===== src/hdl/bme_regs.vh =====
// Purpose: Shared constants of the byte move executor
// Assumes: Included by bare name from the design files
// Notes: Byte offsets on a 32-bit AHB-Lite register bus
`ifndef BME_REGS_VH
`define BME_REGS_VH

// ----------------------------------------------------------------
// Register offsets
// ----------------------------------------------------------------
`define BME_OFS_CMD 8'h00
`define BME_OFS_OPND 8'h04
`define BME_OFS_STATUS 8'h08
`define BME_OFS_FLAGS 8'h0C
`define BME_OFS_GREG0 8'h20
`define BME_OFS_GREG7 8'h3C

// ----------------------------------------------------------------
// Command fields
// ----------------------------------------------------------------
`define BME_CMD_MODE_LSB 0
`define BME_CMD_DREG_LSB 4
`define BME_CMD_SREG_LSB 8
`define BME_CMD_AREG_LSB 12
`define BME_CMD_WIDTH 15

// Condition flag positions
`define BME_FLG_C 0
`define BME_FLG_V 1
`define BME_FLG_Z 2
`define BME_FLG_N 3

// Reset values
`define BME_RST_FLAGS 8'h00
`define BME_RST_GREG 32'h0000_0000

// ----------------------------------------------------------------
// Addressing modes
// ----------------------------------------------------------------
`define BME_M_IMM 4'h0
`define BME_M_REG 4'h1
`define BME_M_IND_LD 4'h2
`define BME_M_D16_LD 4'h3
`define BME_M_D24_LD 4'h4
`define BME_M_INC_LD 4'h5
`define BME_M_A8_LD 4'h6
`define BME_M_A16_LD 4'h7
`define BME_M_A24_LD 4'h8
`define BME_M_IND_ST 4'h9
`define BME_M_D16_ST 4'hA
`define BME_M_D24_ST 4'hB
`define BME_M_DEC_ST 4'hC
`define BME_M_A8_ST 4'hD
`define BME_M_A16_ST 4'hE
`define BME_M_A24_ST 4'hF

// Short absolute page base
`define BME_A8_BASE 32'hFFFF_FF00

`endif


===== src/hdl/bme_gregs.v =====
// Purpose: General register file, eight 32-bit registers
// Assumes: Single clock, asynchronous active-low reset
// Notes: Three combinational read ports, one word and one byte write
`timescale 1ns/1ps
`include "bme_regs.vh"

module bme_gregs #(
  parameter NREG = 8
) (
  input wire clk,
  input wire resetn,
  input wire [2:0] rd_a_idx,
  output wire [31:0] rd_a_data,
  input wire [2:0] rd_b_idx,
  output wire [31:0] rd_b_data,
  input wire [2:0] rd_c_idx,
  output wire [31:0] rd_c_data,
  input wire wr32_en,
  input wire [2:0] wr32_idx,
  input wire [31:0] wr32_data,
  input wire wr8_en,
  input wire [3:0] wr8_idx,
  input wire [7:0] wr8_data
);

  reg [31:0] greg_ff [0:NREG-1];
  integer i;

  assign rd_a_data = greg_ff[rd_a_idx];
  assign rd_b_data = greg_ff[rd_b_idx];
  assign rd_c_data = greg_ff[rd_c_idx];

  // ----------------------------------------------------------------
  // Write: byte lands over word so a shared register keeps both
  // ----------------------------------------------------------------
  always @(posedge clk or negedge resetn) begin
    if (!resetn) begin
      for (i = 0; i < NREG; i = i + 1) begin
        greg_ff[i] <= `BME_RST_GREG;
      end
    end else begin
      for (i = 0; i < NREG; i = i + 1) begin
        if (wr8_en && (wr8_idx[2:0] == i[2:0])) begin
          // Only one half changes; rest of the word kept unless the word write hits this register too
          if (wr8_idx[3]) begin
            greg_ff[i] <= {(wr32_en && wr32_idx == i[2:0]) ?
                           wr32_data[31:8] : greg_ff[i][31:8],
                           wr8_data};
          end else begin
            greg_ff[i] <= {(wr32_en && wr32_idx == i[2:0]) ?
                           wr32_data[31:16] : greg_ff[i][31:16],
                           wr8_data,
                           (wr32_en && wr32_idx == i[2:0]) ?
                           wr32_data[7:0] : greg_ff[i][7:0]};
          end
        end else if (wr32_en && (wr32_idx == i[2:0])) begin
          greg_ff[i] <= wr32_data;
        end
      end
    end
  end

endmodule // bme_gregs


===== src/hdl/bme_core.v =====
// Purpose: Executes byte moves between registers, immediates, memory
// Assumes: AHB-Lite slave for control, same-clock memory handshake
// Notes: One wait state on reads, none on writes; OKAY always
//
// Register access over AHB-Lite and the register offsets were decided locally.
`timescale 1ns/1ps
`include "bme_regs.vh"

module bme_core (
  input wire clk,
  input wire resetn,
  input wire hsel,
  input wire [31:0] haddr,
  input wire [1:0] htrans,
  input wire hwrite,
  input wire [2:0] hsize,
  input wire [31:0] hwdata,
  input wire hready,
  output reg hreadyout_ff,
  output reg hresp_ff,
  output reg [31:0] hrdata_ff,
  output reg mem_req_ff,
  output reg mem_we_ff,
  output reg [31:0] mem_addr_ff,
  output reg [7:0] mem_wdata_ff,
  input wire [7:0] mem_rdata,
  input wire mem_ack,
  output reg busy_ff
);

  // ----------------------------------------------------------------
  // Decode helpers
  // ----------------------------------------------------------------
  function [3:0] f_len;
    input [3:0] m;
    begin
      case (m)
        `BME_M_D16_LD, `BME_M_A16_LD,
        `BME_M_D16_ST, `BME_M_A16_ST: f_len = 4'h4;
        `BME_M_D24_LD, `BME_M_D24_ST: f_len = 4'h8;
        `BME_M_A24_LD, `BME_M_A24_ST: f_len = 4'h6;
        default: f_len = 4'h2;
      endcase
    end
  endfunction

  function [3:0] f_states;
    input [3:0] m;
    begin
      case (m)
        `BME_M_IMM, `BME_M_REG: f_states = 4'h2;
        `BME_M_IND_LD, `BME_M_A8_LD,
        `BME_M_IND_ST, `BME_M_A8_ST: f_states = 4'h4;
        `BME_M_A24_LD, `BME_M_A24_ST: f_states = 4'h8;
        `BME_M_D24_LD, `BME_M_D24_ST: f_states = 4'hA;
        default: f_states = 4'h6;
      endcase
    end
  endfunction

  // Index 0-7 high half, 8-15 low half
  function [7:0] f_byte;
    input [31:0] r;
    input [3:0] idx;
    begin
      f_byte = idx[3] ? r[7:0] : r[15:8];
    end
  endfunction

  localparam [2:0] S_IDLE = 3'b001;
  localparam [2:0] S_CALC = 3'b010;
  localparam [2:0] S_MEM = 3'b100;
  localparam [3:0] S_DONE_CODE = 4'h0;

  // ----------------------------------------------------------------
  // State
  // ----------------------------------------------------------------
  reg [2:0] state_ff;
  reg fin_ff;
  reg [3:0] cnt_ff;
  reg [`BME_CMD_WIDTH-1:0] cmd_ff;
  reg [31:0] opnd_ff;
  reg [7:0] flags_ff;
  reg [7:0] val_ff;
  reg done_ff;
  reg [7:0] bus_addr_ff;
  reg bus_wr_ff;
  reg bus_rd_ff;

  wire [3:0] mode = cmd_ff[`BME_CMD_MODE_LSB +: 4];
  wire [3:0] dreg = cmd_ff[`BME_CMD_DREG_LSB +: 4];
  wire [3:0] sreg = cmd_ff[`BME_CMD_SREG_LSB +: 4];
  wire [2:0] areg = cmd_ff[`BME_CMD_AREG_LSB +: 3];
  wire is_store = mode[3] & (mode != `BME_M_A24_LD);
  wire is_mem = (mode != `BME_M_IMM) && (mode != `BME_M_REG);

  wire [31:0] rd_a_data;
  wire [31:0] rd_b_data;
  wire [31:0] rd_c_data;
  wire [2:0] rd_b_idx = (mode == `BME_M_REG) ? sreg[2:0] : dreg[2:0];
  wire [7:0] data_byte =
    f_byte(rd_b_data, (mode == `BME_M_REG) ? sreg : dreg);

  // ----------------------------------------------------------------
  // Effective address
  // ----------------------------------------------------------------
  reg [31:0] ea;
  always @* begin
    case (mode)
      `BME_M_D16_LD, `BME_M_D16_ST:
        ea = rd_a_data + {{16{opnd_ff[15]}}, opnd_ff[15:0]};
      `BME_M_D24_LD, `BME_M_D24_ST:
        ea = rd_a_data + {{8{opnd_ff[23]}}, opnd_ff[23:0]};
      `BME_M_DEC_ST:
        ea = rd_a_data - 32'h0000_0001;
      `BME_M_A8_LD, `BME_M_A8_ST:
        ea = `BME_A8_BASE | {24'h00_0000, opnd_ff[7:0]};
      `BME_M_A16_LD, `BME_M_A16_ST:
        ea = {{16{opnd_ff[15]}}, opnd_ff[15:0]};
      `BME_M_A24_LD, `BME_M_A24_ST:
        ea = {8'h00, opnd_ff[23:0]};
      default:
        ea = rd_a_data; // Whole 32-bit register as pointer
    endcase
  end

  // ----------------------------------------------------------------
  // Register file write steering
  // ----------------------------------------------------------------
  wire bus_take = hsel & htrans[1] & hready;
  wire greg_hit = (bus_addr_ff >= `BME_OFS_GREG0) &&
                  (bus_addr_ff <= `BME_OFS_GREG7);
  wire bus_wr_now = bus_wr_ff & ~busy_ff;

  reg wr32_en;
  reg [2:0] wr32_idx;
  reg [31:0] wr32_data;
  reg wr8_en;
  reg [7:0] wr8_data;
  always @* begin
    wr32_en = 1'b0;
    wr32_idx = areg;
    wr32_data = ea;
    wr8_en = 1'b0;
    wr8_data = mem_rdata;
    if (state_ff == S_CALC) begin
      if (mode == `BME_M_DEC_ST) begin
        wr32_en = 1'b1; // Pointer drops before the write
      end
      if (mode == `BME_M_IMM) begin
        wr8_en = 1'b1;
        wr8_data = opnd_ff[7:0];
      end else if (mode == `BME_M_REG) begin
        wr8_en = 1'b1;
        wr8_data = data_byte;
      end
    end else if ((state_ff == S_MEM) && mem_ack && !is_store) begin
      wr8_en = 1'b1;
      if (mode == `BME_M_INC_LD) begin
        wr32_en = 1'b1; // Step after the read
        wr32_data = rd_a_data + 32'h0000_0001;
      end
    end else if (bus_wr_now && greg_hit) begin
      wr32_en = 1'b1;
      wr32_idx = bus_addr_ff[4:2];
      wr32_data = hwdata;
    end
  end

  bme_gregs #(
    .NREG(8)
  ) u_gregs (
    .clk(clk),
    .resetn(resetn),
    .rd_a_idx(areg),
    .rd_a_data(rd_a_data),
    .rd_b_idx(rd_b_idx),
    .rd_b_data(rd_b_data),
    .rd_c_idx(bus_addr_ff[4:2]),
    .rd_c_data(rd_c_data),
    .wr32_en(wr32_en),
    .wr32_idx(wr32_idx),
    .wr32_data(wr32_data),
    .wr8_en(wr8_en),
    .wr8_idx(dreg),
    .wr8_data(wr8_data)
  );

  // ----------------------------------------------------------------
  // Execution sequencer
  // ----------------------------------------------------------------
  wire start = bus_wr_now && (bus_addr_ff == `BME_OFS_CMD);
  wire fin_now = fin_ff &&
                 ({1'b0, cnt_ff} + 5'h01 >= {1'b0, f_states(mode)});

  always @(posedge clk or negedge resetn) begin
    if (!resetn) begin
      state_ff <= S_IDLE;
      fin_ff <= 1'b0;
      cnt_ff <= 4'h0;
      busy_ff <= 1'b0;
      done_ff <= 1'b0;
      val_ff <= 8'h00;
      mem_req_ff <= 1'b0;
      mem_we_ff <= 1'b0;
      mem_addr_ff <= 32'h0000_0000;
      mem_wdata_ff <= 8'h00;
    end else begin
      if (busy_ff && (cnt_ff != 4'hF)) begin
        cnt_ff <= cnt_ff + 4'h1;
      end
      case (state_ff)
        S_IDLE: begin
          if (start) begin
            state_ff <= S_CALC;
            busy_ff <= 1'b1;
            done_ff <= 1'b0;
            fin_ff <= 1'b0;
            cnt_ff <= 4'h0;
          end
        end
        S_CALC: begin
          if (is_mem) begin
            state_ff <= S_MEM;
            mem_req_ff <= 1'b1;
            mem_we_ff <= is_store;
            mem_addr_ff <= ea;
            mem_wdata_ff <= data_byte;
            val_ff <= data_byte;
          end else begin
            state_ff <= S_IDLE;
            fin_ff <= 1'b1;
            val_ff <= (mode == `BME_M_IMM) ? opnd_ff[7:0] : data_byte;
          end
        end
        S_MEM: begin
          if (mem_ack) begin
            state_ff <= S_IDLE;
            fin_ff <= 1'b1;
            mem_req_ff <= 1'b0;
            mem_we_ff <= 1'b0;
            if (!is_store) begin
              val_ff <= mem_rdata;
            end
          end
        end
        default: begin
          state_ff <= S_IDLE;
        end
      endcase
      // Hold busy until the instruction's state count has elapsed
      if (fin_now) begin
        fin_ff <= 1'b0;
        busy_ff <= 1'b0;
        done_ff <= 1'b1;
      end
    end
  end

  // ----------------------------------------------------------------
  // Command, operand and condition flags
  // ----------------------------------------------------------------
  always @(posedge clk or negedge resetn) begin
    if (!resetn) begin
      cmd_ff <= {`BME_CMD_WIDTH{1'b0}};
      opnd_ff <= 32'h0000_0000;
      flags_ff <= `BME_RST_FLAGS;
    end else begin
      if (start) begin
        cmd_ff <= hwdata[`BME_CMD_WIDTH-1:0];
      end
      if (bus_wr_now && (bus_addr_ff == `BME_OFS_OPND)) begin
        opnd_ff <= hwdata;
      end
      if (fin_now) begin
        flags_ff[`BME_FLG_N] <= val_ff[7];
        flags_ff[`BME_FLG_Z] <= (val_ff == 8'h00);
        flags_ff[`BME_FLG_V] <= 1'b0;
        // Carry bit not assigned here, so it keeps its value
      end else if (bus_wr_now && (bus_addr_ff == `BME_OFS_FLAGS)) begin
        flags_ff <= hwdata[7:0];
      end
    end
  end

  // ----------------------------------------------------------------
  // AHB-Lite slave
  // ----------------------------------------------------------------
  reg [31:0] rd_mux;
  always @* begin
    case (bus_addr_ff)
      `BME_OFS_CMD: rd_mux = {{(32-`BME_CMD_WIDTH){1'b0}}, cmd_ff};
      `BME_OFS_OPND: rd_mux = opnd_ff;
      `BME_OFS_STATUS:
        rd_mux = {16'h0000, f_states(mode), f_len(mode),
                  6'h00, done_ff, busy_ff};
      `BME_OFS_FLAGS: rd_mux = {24'h00_0000, flags_ff};
      default: rd_mux = greg_hit ? rd_c_data : 32'h0000_0000;
    endcase
  end

  // Reads take one wait state so a write just before is seen
  always @(posedge clk or negedge resetn) begin
    if (!resetn) begin
      hreadyout_ff <= 1'b1;
      hresp_ff <= 1'b0;
      hrdata_ff <= 32'h0000_0000;
      bus_addr_ff <= 8'h00;
      bus_wr_ff <= 1'b0;
      bus_rd_ff <= 1'b0;
    end else begin
      hresp_ff <= 1'b0;
      if (bus_rd_ff) begin
        hrdata_ff <= rd_mux;
        hreadyout_ff <= 1'b1;
        bus_rd_ff <= 1'b0;
      end else if (bus_take) begin
        bus_addr_ff <= (haddr[31:8] == 24'h00_0000) ?
                       {haddr[7:2], 2'b00} : 8'hFC;
        bus_wr_ff <= hwrite;
        bus_rd_ff <= ~hwrite;
        hreadyout_ff <= hwrite;
      end else begin
        bus_wr_ff <= 1'b0;
      end
    end
  end

endmodule // bme_core


===== config.mk =====
export PLATFORM = sky130hd
export DESIGN_NAME = bme_core
export DESIGN_NICKNAME = d
export VERILOG_FILES = /design/src/hdl/bme_gregs.v /design/src/hdl/bme_core.v
export VERILOG_INCLUDE_DIRS = /design/src /design/src/hdl
export SDC_FILE = /design/constraint.sdc
export NUM_CORES = 1
export LEC_CHECK = 0
export ABC_AREA = 0
export ABC_CLOCK_PERIOD_IN_PS = 15000
export BUFFER_PORTS_ARGS = -buffer_cell sky130_fd_sc_hd__buf_2
export CAP_MARGIN = 20
export CORE_MARGIN = 5
export CORE_UTILIZATION = 37
export CTS_CLUSTER_SIZE = 28
export DETAILED_ROUTE_END_ITERATION = 6
export PLACE_DENSITY = 0.51
export SYNTH_ARGS = -nofsm -noshare
export SYNTH_HDL_FRONTEND = slang
export SYNTH_SLANG_ARGS = --single-unit

===== constraint.sdc =====
create_clock -name clk -period 15 [get_ports clk]
set_input_delay 3 -clock clk [delete_from_list [all_inputs] [get_ports clk]]
set_output_delay 3 -clock clk [all_outputs]
set_load 0.03 [all_outputs]

==> results.yml, run 1 <==
floorplanning:
  rows: 98
  fp.dieH_um: 278
  core_area_um2: 71500
  start_util_pct: 37.3
  ios: 160
  die_area_um2: 77500
  die_x_um: 278
layout:
  register_area_um2: 10300
  syn2layout_area_growth_pct: 12.9
  fill_cells: 6922
  diodes: 0
  final_cell_area_um2: 30100
  final_nets: 2968
  multi_input_area_um2: 15500
  drive_gt1_share_pct: 20.4
hold_path:
  hold_class: "flip-flop to flip-flop"
  holdPathStages: 2
yosys:
  synth-edff-count: 0
  synth_cell_types: 85
  synth-warning-count: 0
  post_synth_inst_count: 2784
  syn_area_um2: 26700
  synthArstFlopShare_pct: 100
  synth-seq-cells: 412
  syn_nets: 2911
  avgSynthCellArea_um2: 9.58
  yosysSeqAreaShare_pct: 38.7
  synth_ff_type: "dfrtp_1"
global_routing:
  use_met3_pct: 3.87
  grt_usage_pct: 25.7
  grt_pass1_wl_um: 154000
  grt_antenna_before_repair: 0
  grt_pass1_vias: 23000
  grt.met1_usage_pct: 37.9
  grt_max_degree: 90
  globalRouteOverflowTotal: 0
  busiest_layer: "met2"
  grtUsageMet2_pct: 39.7
timing:
  fmax_mhz: 143
  finalHoldViolCount: 0
  tns_ns: 0
  min_period_ns: 7.00
  finalClockSkew_ns: 0.0223
  rsz0062_at_grt: "no"
  setup_viol: 0
  post-route-period-util_pct: 46.7
  worstMarginPinSlew_ns: 1.37
  drv_slew: 0
  slew_headroom_pct: 8.87
clocking:
  cts_tree: "built"
  ctsRootBufferMaster: "clkbuf_16"
  ctsHtreeMaxLevel: 2
  post_cts.repair.setup_buffers: 0
  hold_buffers: 0
  cts_buffers: 48
  ctsResizeCount: 0
  clk_pin_slew_ns: 0.06
  clock_path_buffers: 3
  clk_latency_ns: 0.62
  clock_sinks: 412
placed_design:
  port_buffers: 152
  dpl-instance-area_um2: 28400
  hpwl_um: 72300
  place_congestion: 0.935
power:
  p_leak_nw: 13.1
  power.density_nw_per_um2: 108
  ir_worst_vdd_uv: 95.3
  total_power_w: 0.00325
drt:
  wl_um: 104000
  drt_iter0_drc: 2935
  route.detailed.drc: 5
  vias_per_cell: 6.33
  via_count: 24300
  ant_nets: 0
  first_pass_iters: 7
  wire_per_inst_um: 27.1
critical_path:
  cp_data_required_time_ns: 15.46
  crit_type: "flip-flop to flip-flop"
  cp-endpoint: "u_gregs.greg_ff[218]"
  cp-start-kind: "flip-flop"
  worstReg2RegEnd: "u_gregs.greg_ff[218]"
  reg2reg_depth: 16
  r2r_setup_slack_ns: 8.00
  cp-startpoint: "cmd_ff[12]"
  reg2reg_from: "cmd_ff[12]"
  crit_path_end_kind: "flip-flop"
  cp_data_arrival_time_ns: 7.46
  cp_max_fo: 34
outcome:
  violations: "DRC"
  outcome: "complete, but fails checks"
flow_run:
  cap_violations: 0
==> cells by family (layout without fill, tap and decap cells) <==
logic type                 after synthesis  count (layout)  share of synthesized area (%)
buffers and inverters                  242             338                           3.68
other                                    1               1                         0.0141
DFF                                    412             412                           38.7
and+or+nand+nor                        888             888                           14.9
muxes                                  310             310                           19.6
adders and majority gates               44              44                           2.09
xor gates and xnor gates                62              62                           2.04
AOI/OAI and AO/OA                      825             825                           19.0
==> registers in the layout, indices dropped and copies added, names as in the netlist, 3 cells and up <==
name             cells
bus_addr_ff          6
cmd_ff              15
hrdata_ff           32
cnt_ff               4
mem_addr_ff         32
flags_ff             8
state_ff             3
val_ff               8
opnd_ff             32
u_gregs.greg_ff    256
mem_wdata_ff         8
==> worst min path at each step <==
stage                               start              end
after floorplan                   done_ff          done_ff
after global placement    mem_addr_ff[17]  mem_addr_ff[17]
after detailed placement  mem_addr_ff[31]  mem_addr_ff[31]
after CTS                 mem_addr_ff[31]  mem_addr_ff[31]
after global routing       mem_addr_ff[8]   mem_addr_ff[8]
final                     mem_addr_ff[31]  mem_addr_ff[31]
==> placed cells by master (no fill, tap or decap), types with 8 or more instances in the layout <==
cell,netlist,final
a211o_1,8,8
a211oi_1,12,12
a21o_1,20,20
a21oi_1,212,208
a221o_1,10,10
a221oi_1,26,25
a22oi_1,12,12
a31oi_1,20,20
and2_1,12,12
and3_1,14,14
buf_2,19,151
buf_4,8,67
clkbuf_16,0,48
clkbuf_8,0,14
clkinv_2,0,15
dfrtp_1,410,404
ha_1,43,43
inv_1,26,26
mux2_2,64,64
mux2i_1,81,77
mux4_2,164,164
nand2_1,362,362
nand2b_1,31,30
nand3_1,48,47
nand4_1,16,16
nor2_1,271,264
nor2b_1,13,13
nor3_1,40,39
nor4_1,22,21
o211ai_1,65,65
o21a_1,17,17
o21ai_0,265,264
o221ai_1,13,13
o22a_1,9,9
o22ai_1,67,67
or2_2,10,10
or3_1,11,11
xnor2_1,42,42
xor2_1,20,20
==> cells in the mapped netlist, types with 10 or more instances <==
cell type    n  area [um2]
inv_1       26        97.6
a21o_1      20         150
a22oi_1     12        90.1
o22ai_1     67         419
o21ai_0    265        1330
and3_1      14        87.6
nor4_1      22         138
o21a_1      17         128
clkbuf_1   156         586
nand2b_1    31         194
mux2i_1     81         811
a211oi_1    12        90.1
nand4_1     16         100
o211ai_1    65         488
or3_1       11        68.8
buf_2       19        95.1
a31oi_1     20         125
and2_1      12        75.1
a221o_1     10         100
or2_2       10        62.6
nand3_1     48         240
nand2_1    362        1360
xnor2_1     42         368
nor2_1     271        1020
xor2_1      20         175
nor3_1      40         200
a221oi_1    26         228
ha_1        43         538
a21oi_1    212        1060
o221ai_1    13         114
mux2_2      64         721
nor2b_1     13        81.3
mux4_2     164        3690
buf_1       29         109
dfrtp_1    410       10300
==> routing by layer <==
metal / part of all wire, % / vias to the layer above
met5: 0 / -
met4: 2.9 / 0
met3: 9.5 / 181
met2: 45 / 1394
met1: 43 / 12200
li1: - / 10500
==> through the flow <==
stage / instances / setup WS (ns) / hold WS, ns / util (%)
CTS: 3827 / 8.22 / 0.477 / 42.0
global route: 3830 / 7.68 / 0.490 / 42.1
finish: 3830 / 8.00 / 0.469 / 42.1
detailed placement: 3738 / 8.21 / 0.465 / 39.7
floorplan: 2784 / 9.75 / 0.445 / -
global placement: 3738 / 8.31 / 0.457 / 39.7
==> critical path, stage by stage (launching register included) <==
cell and delay (ns):
dfrtp_4 0.58, buf_4 0.50, buf_4 0.69, mux4_2 0.69, mux2i_1 0.39, inv_1 0.16, ha_1 0.36, and3_1 0.19
a221oi_1 0.51, o31ai_1 0.17, buf_4 0.19, a221oi_1 0.68, o21ai_0 0.26, a21boi_0 0.28, xnor2_1 0.17, a21oi_1 0.78
a21oi_1 0.15
==> power by group <==
| group | total (W) | switching (W) | internal, W |
|---|---|---|---|
| logic | 0.000772 | 0.000522 | 0.000250 |
| registers | 0.00125 | 0.0000685 | 0.00118 |
| clock network | 0.00123 | 0.000518 | 0.000714 |
==> layout make-up <==
class	count	area share, %
clock inverters	22	0.806
well taps	950	3.95
flip-flops and latches	412	34.3
clock buffers	67	4.69
inverters	27	0.337
repair buffers	222	4.44
multi-input cells	2130	51.5
(Power assumes the default switching activity.)
==> inputs of run 2 (changes only) <==
- ABC_CLOCK_PERIOD_IN_PS: 15000 -> 6300
- PLACE_DENSITY: 0.51 -> 0.53
- clock period: 15 -> 6.3 ns (I/O delays scaled with it)
==> run 2 against run 1 <==
  * Setup slack got worse by 7.4 ns
  * Critical endpoint is now u_gregs.greg_ff[125]
  * Total power rose by 140%
  * Maximum frequency rose by 23%
  * The flow now finishes without violations
  * Die area did not move
  * Highest routed layer is now met5
  * Critical path depth rose by 6
  * Sequential share of layout area fell by 0.18 points
  * Largest power group unchanged
  * Non-clock buffer count rose by 23
  * Final area rose by 0.53%
==> results.yml, run 2 (synthesis results as in run 1) <==
critical_path:
  crit_path_end_kind: "flip-flop"
  cp_slowest_cell: "dfrtp_1"
  crit_chain: "inv_1 -> ha_1 -> nand2_1 -> or2_2 -> nor3_1 -> nand3b_1 -> buf_4 -> buf_4 -> nor3_1 -> a32oi_1 -> o32a_1 -> ha_1 -> a211o_1 -> a21oi_1 -> or3_1 -> nand4b_1 -> a31oi_1 -> o21ai_0 -> xnor2_1 -> a221oi_1 -> buf_4 -> o21ai_0"
  crit_type: "flip-flop to flip-flop"
  cp_data_arrival_time_ns: 6.12
  cp_common_cell: "buf_4"
  critPathMaxStageDelay_ns: 0.47
  cp-start-kind: "flip-flop"
  cp_max_fo: 8
  r2r_setup_slack_ns: 0.62
  cp_data_required_time_ns: 6.74
timing:
  drv_slew: 0
  whs_ns: 0.468
  fmax_mhz: 176
  setup_viol: 0
  post-route-period-util_pct: 90.1
  worstMarginPinSlew_ns: 1.34
  setup_ws_ns: 0.621
  slew_headroom_pct: 10.9
  finalHoldViolCount: 0
  rsz0062_at_grt: "no"
  finalClockSkew_ns: 0.0208
  tns_ns: 0
  min_period_ns: 5.68
clocking:
  ctsResizeCount: 0
  ctsHtreeMaxLevel: 2
  clk_pin_slew_ns: 0.06
  ctsRootBufferMaster: "clkbuf_16"
  clk_latency_ns: 0.61
  cts_tree: "built"
  cts_buffers: 46
  clock_path_buffers: 3
  clock_sinks: 412
drt:
  via_count: 24000
  drt_iter0_drc: 2948
  ant_nets: 0
  route.detailed.drc: 0
  vias_per_cell: 6.24
  first_pass_iters: 6
  wire_per_inst_um: 26.8
  wl_um: 103000
floorplanning:
  start_util_pct: 37.3
  rows: 98
  core_area_um2: 71500
  ios: 160
  fp.dieH_um: 278
  die_area_um2: 77500
  die_x_um: 278
global_routing:
  grt_pass1_wl_um: 152000
  grt_pass1_vias: 23100
  grt_antenna_before_repair: 2
  grt_usage_pct: 25.6
  grt_max_degree: 145
  globalRouteOverflowTotal: 0
layout:
  layout_common_cells: "dfrtp_1, nand2_1, nor2_1, o21ai_0, a21oi_1"
  top_register: "u_gregs.greg_ff"
  syn2layout_area_growth_pct: 13.5
  drive_gt1_share_pct: 20.6
  final_nets: 2989
  fin_util_pct: 42.3
  fill_cells: 6942
  final_common_cell: "dfrtp_1"
  largest_reg_flops: 256
power:
  p_leak_nw: 13.2
  ir_worst_vdd_uv: 205
  power.density_nw_per_um2: 254
outcome:
  outcome: "complete, no violations"
placed_design:
  hpwl_um: 72500
  pre_cts_ws_ns: 0.490
  port_buffers: 152
  place_congestion: 0.949
flow_run:
  cap_violations: 0
hold_path:
  hold_class: "flip-flop to flip-flop"
==> run 2: worst paths after layout <==
path / startpoint / endpoint / cells past startpoint
setup / recovery: opnd_ff[1] / u_gregs.greg_ff[125] / 22
hold / removal: mem_addr_ff[15] / mem_addr_ff[15] / 2
setup reg to reg: opnd_ff[1] / u_gregs.greg_ff[125] / 22
hold reg to reg: mem_addr_ff[15] / mem_addr_ff[15] / 2
max in group asynchronous: resetn / cmd_ff[12] / 2
min in group asynchronous: resetn / u_gregs.greg_ff[98] / 1
==> run 2: worst max-delay path: cells and delay by family (launching register included) <==
family	cells	cell delay, ns
fa+ha+maj	2	0.59
simple gates	7	1.41
buf+inv	4	0.78
compound gates	8	2.06
xor+xnor	1	0.18
flops	1	0.47
==> run 2: area by class of cell <==
cell class                 count  area, um2  area share [%]
sequential                   412      10300            34.1
multi-input combinational   2130      15500            51.2
antenna                        1       2.50         0.00827
timing repair buffer         245       1570            5.18
tap                          950       1190            3.93
inverter                      27        101           0.335
clock inverter                14        236           0.781
clock buffer                  69       1350            4.45
==> run 2: power breakdown <==
part,internal (W),total (W),switching [W],leakage [nW]
logic,0.000630,0.00186,0.00123,6.92
clock network,0.00169,0.00287,0.00117,0.781
registers,0.00280,0.00297,0.000167,5.50
==> run 2: timing repair <==
action | CTS | global route
hold buffers | 0 | 0
setup endpoints to repair | 0 | 1
hold endpoints to repair | 0 | 0
setup buffers | 0 | 3
==> run 2: per-stage QoR <==
stage / instances / total power (W) / area [um2]
floorplan: 2784 / 0.00408 / 26700
global placement: 3756 / 0.00481 / 28600
detailed placement: 3758 / 0.00483 / 28600
CTS: 3841 / 0.00771 / 30200
global route: 3847 / 0.00799 / 30300
finish: 3848 / 0.00770 / 30300
==> run 2: per-layer routing <==
layer / track usage (%) / part of all wire, %
met1: 35.6 / 41
met2: 39.2 / 45
met3: 6.74 / 10
met4: 8.30 / 3.5
met5: 0 / 0.029
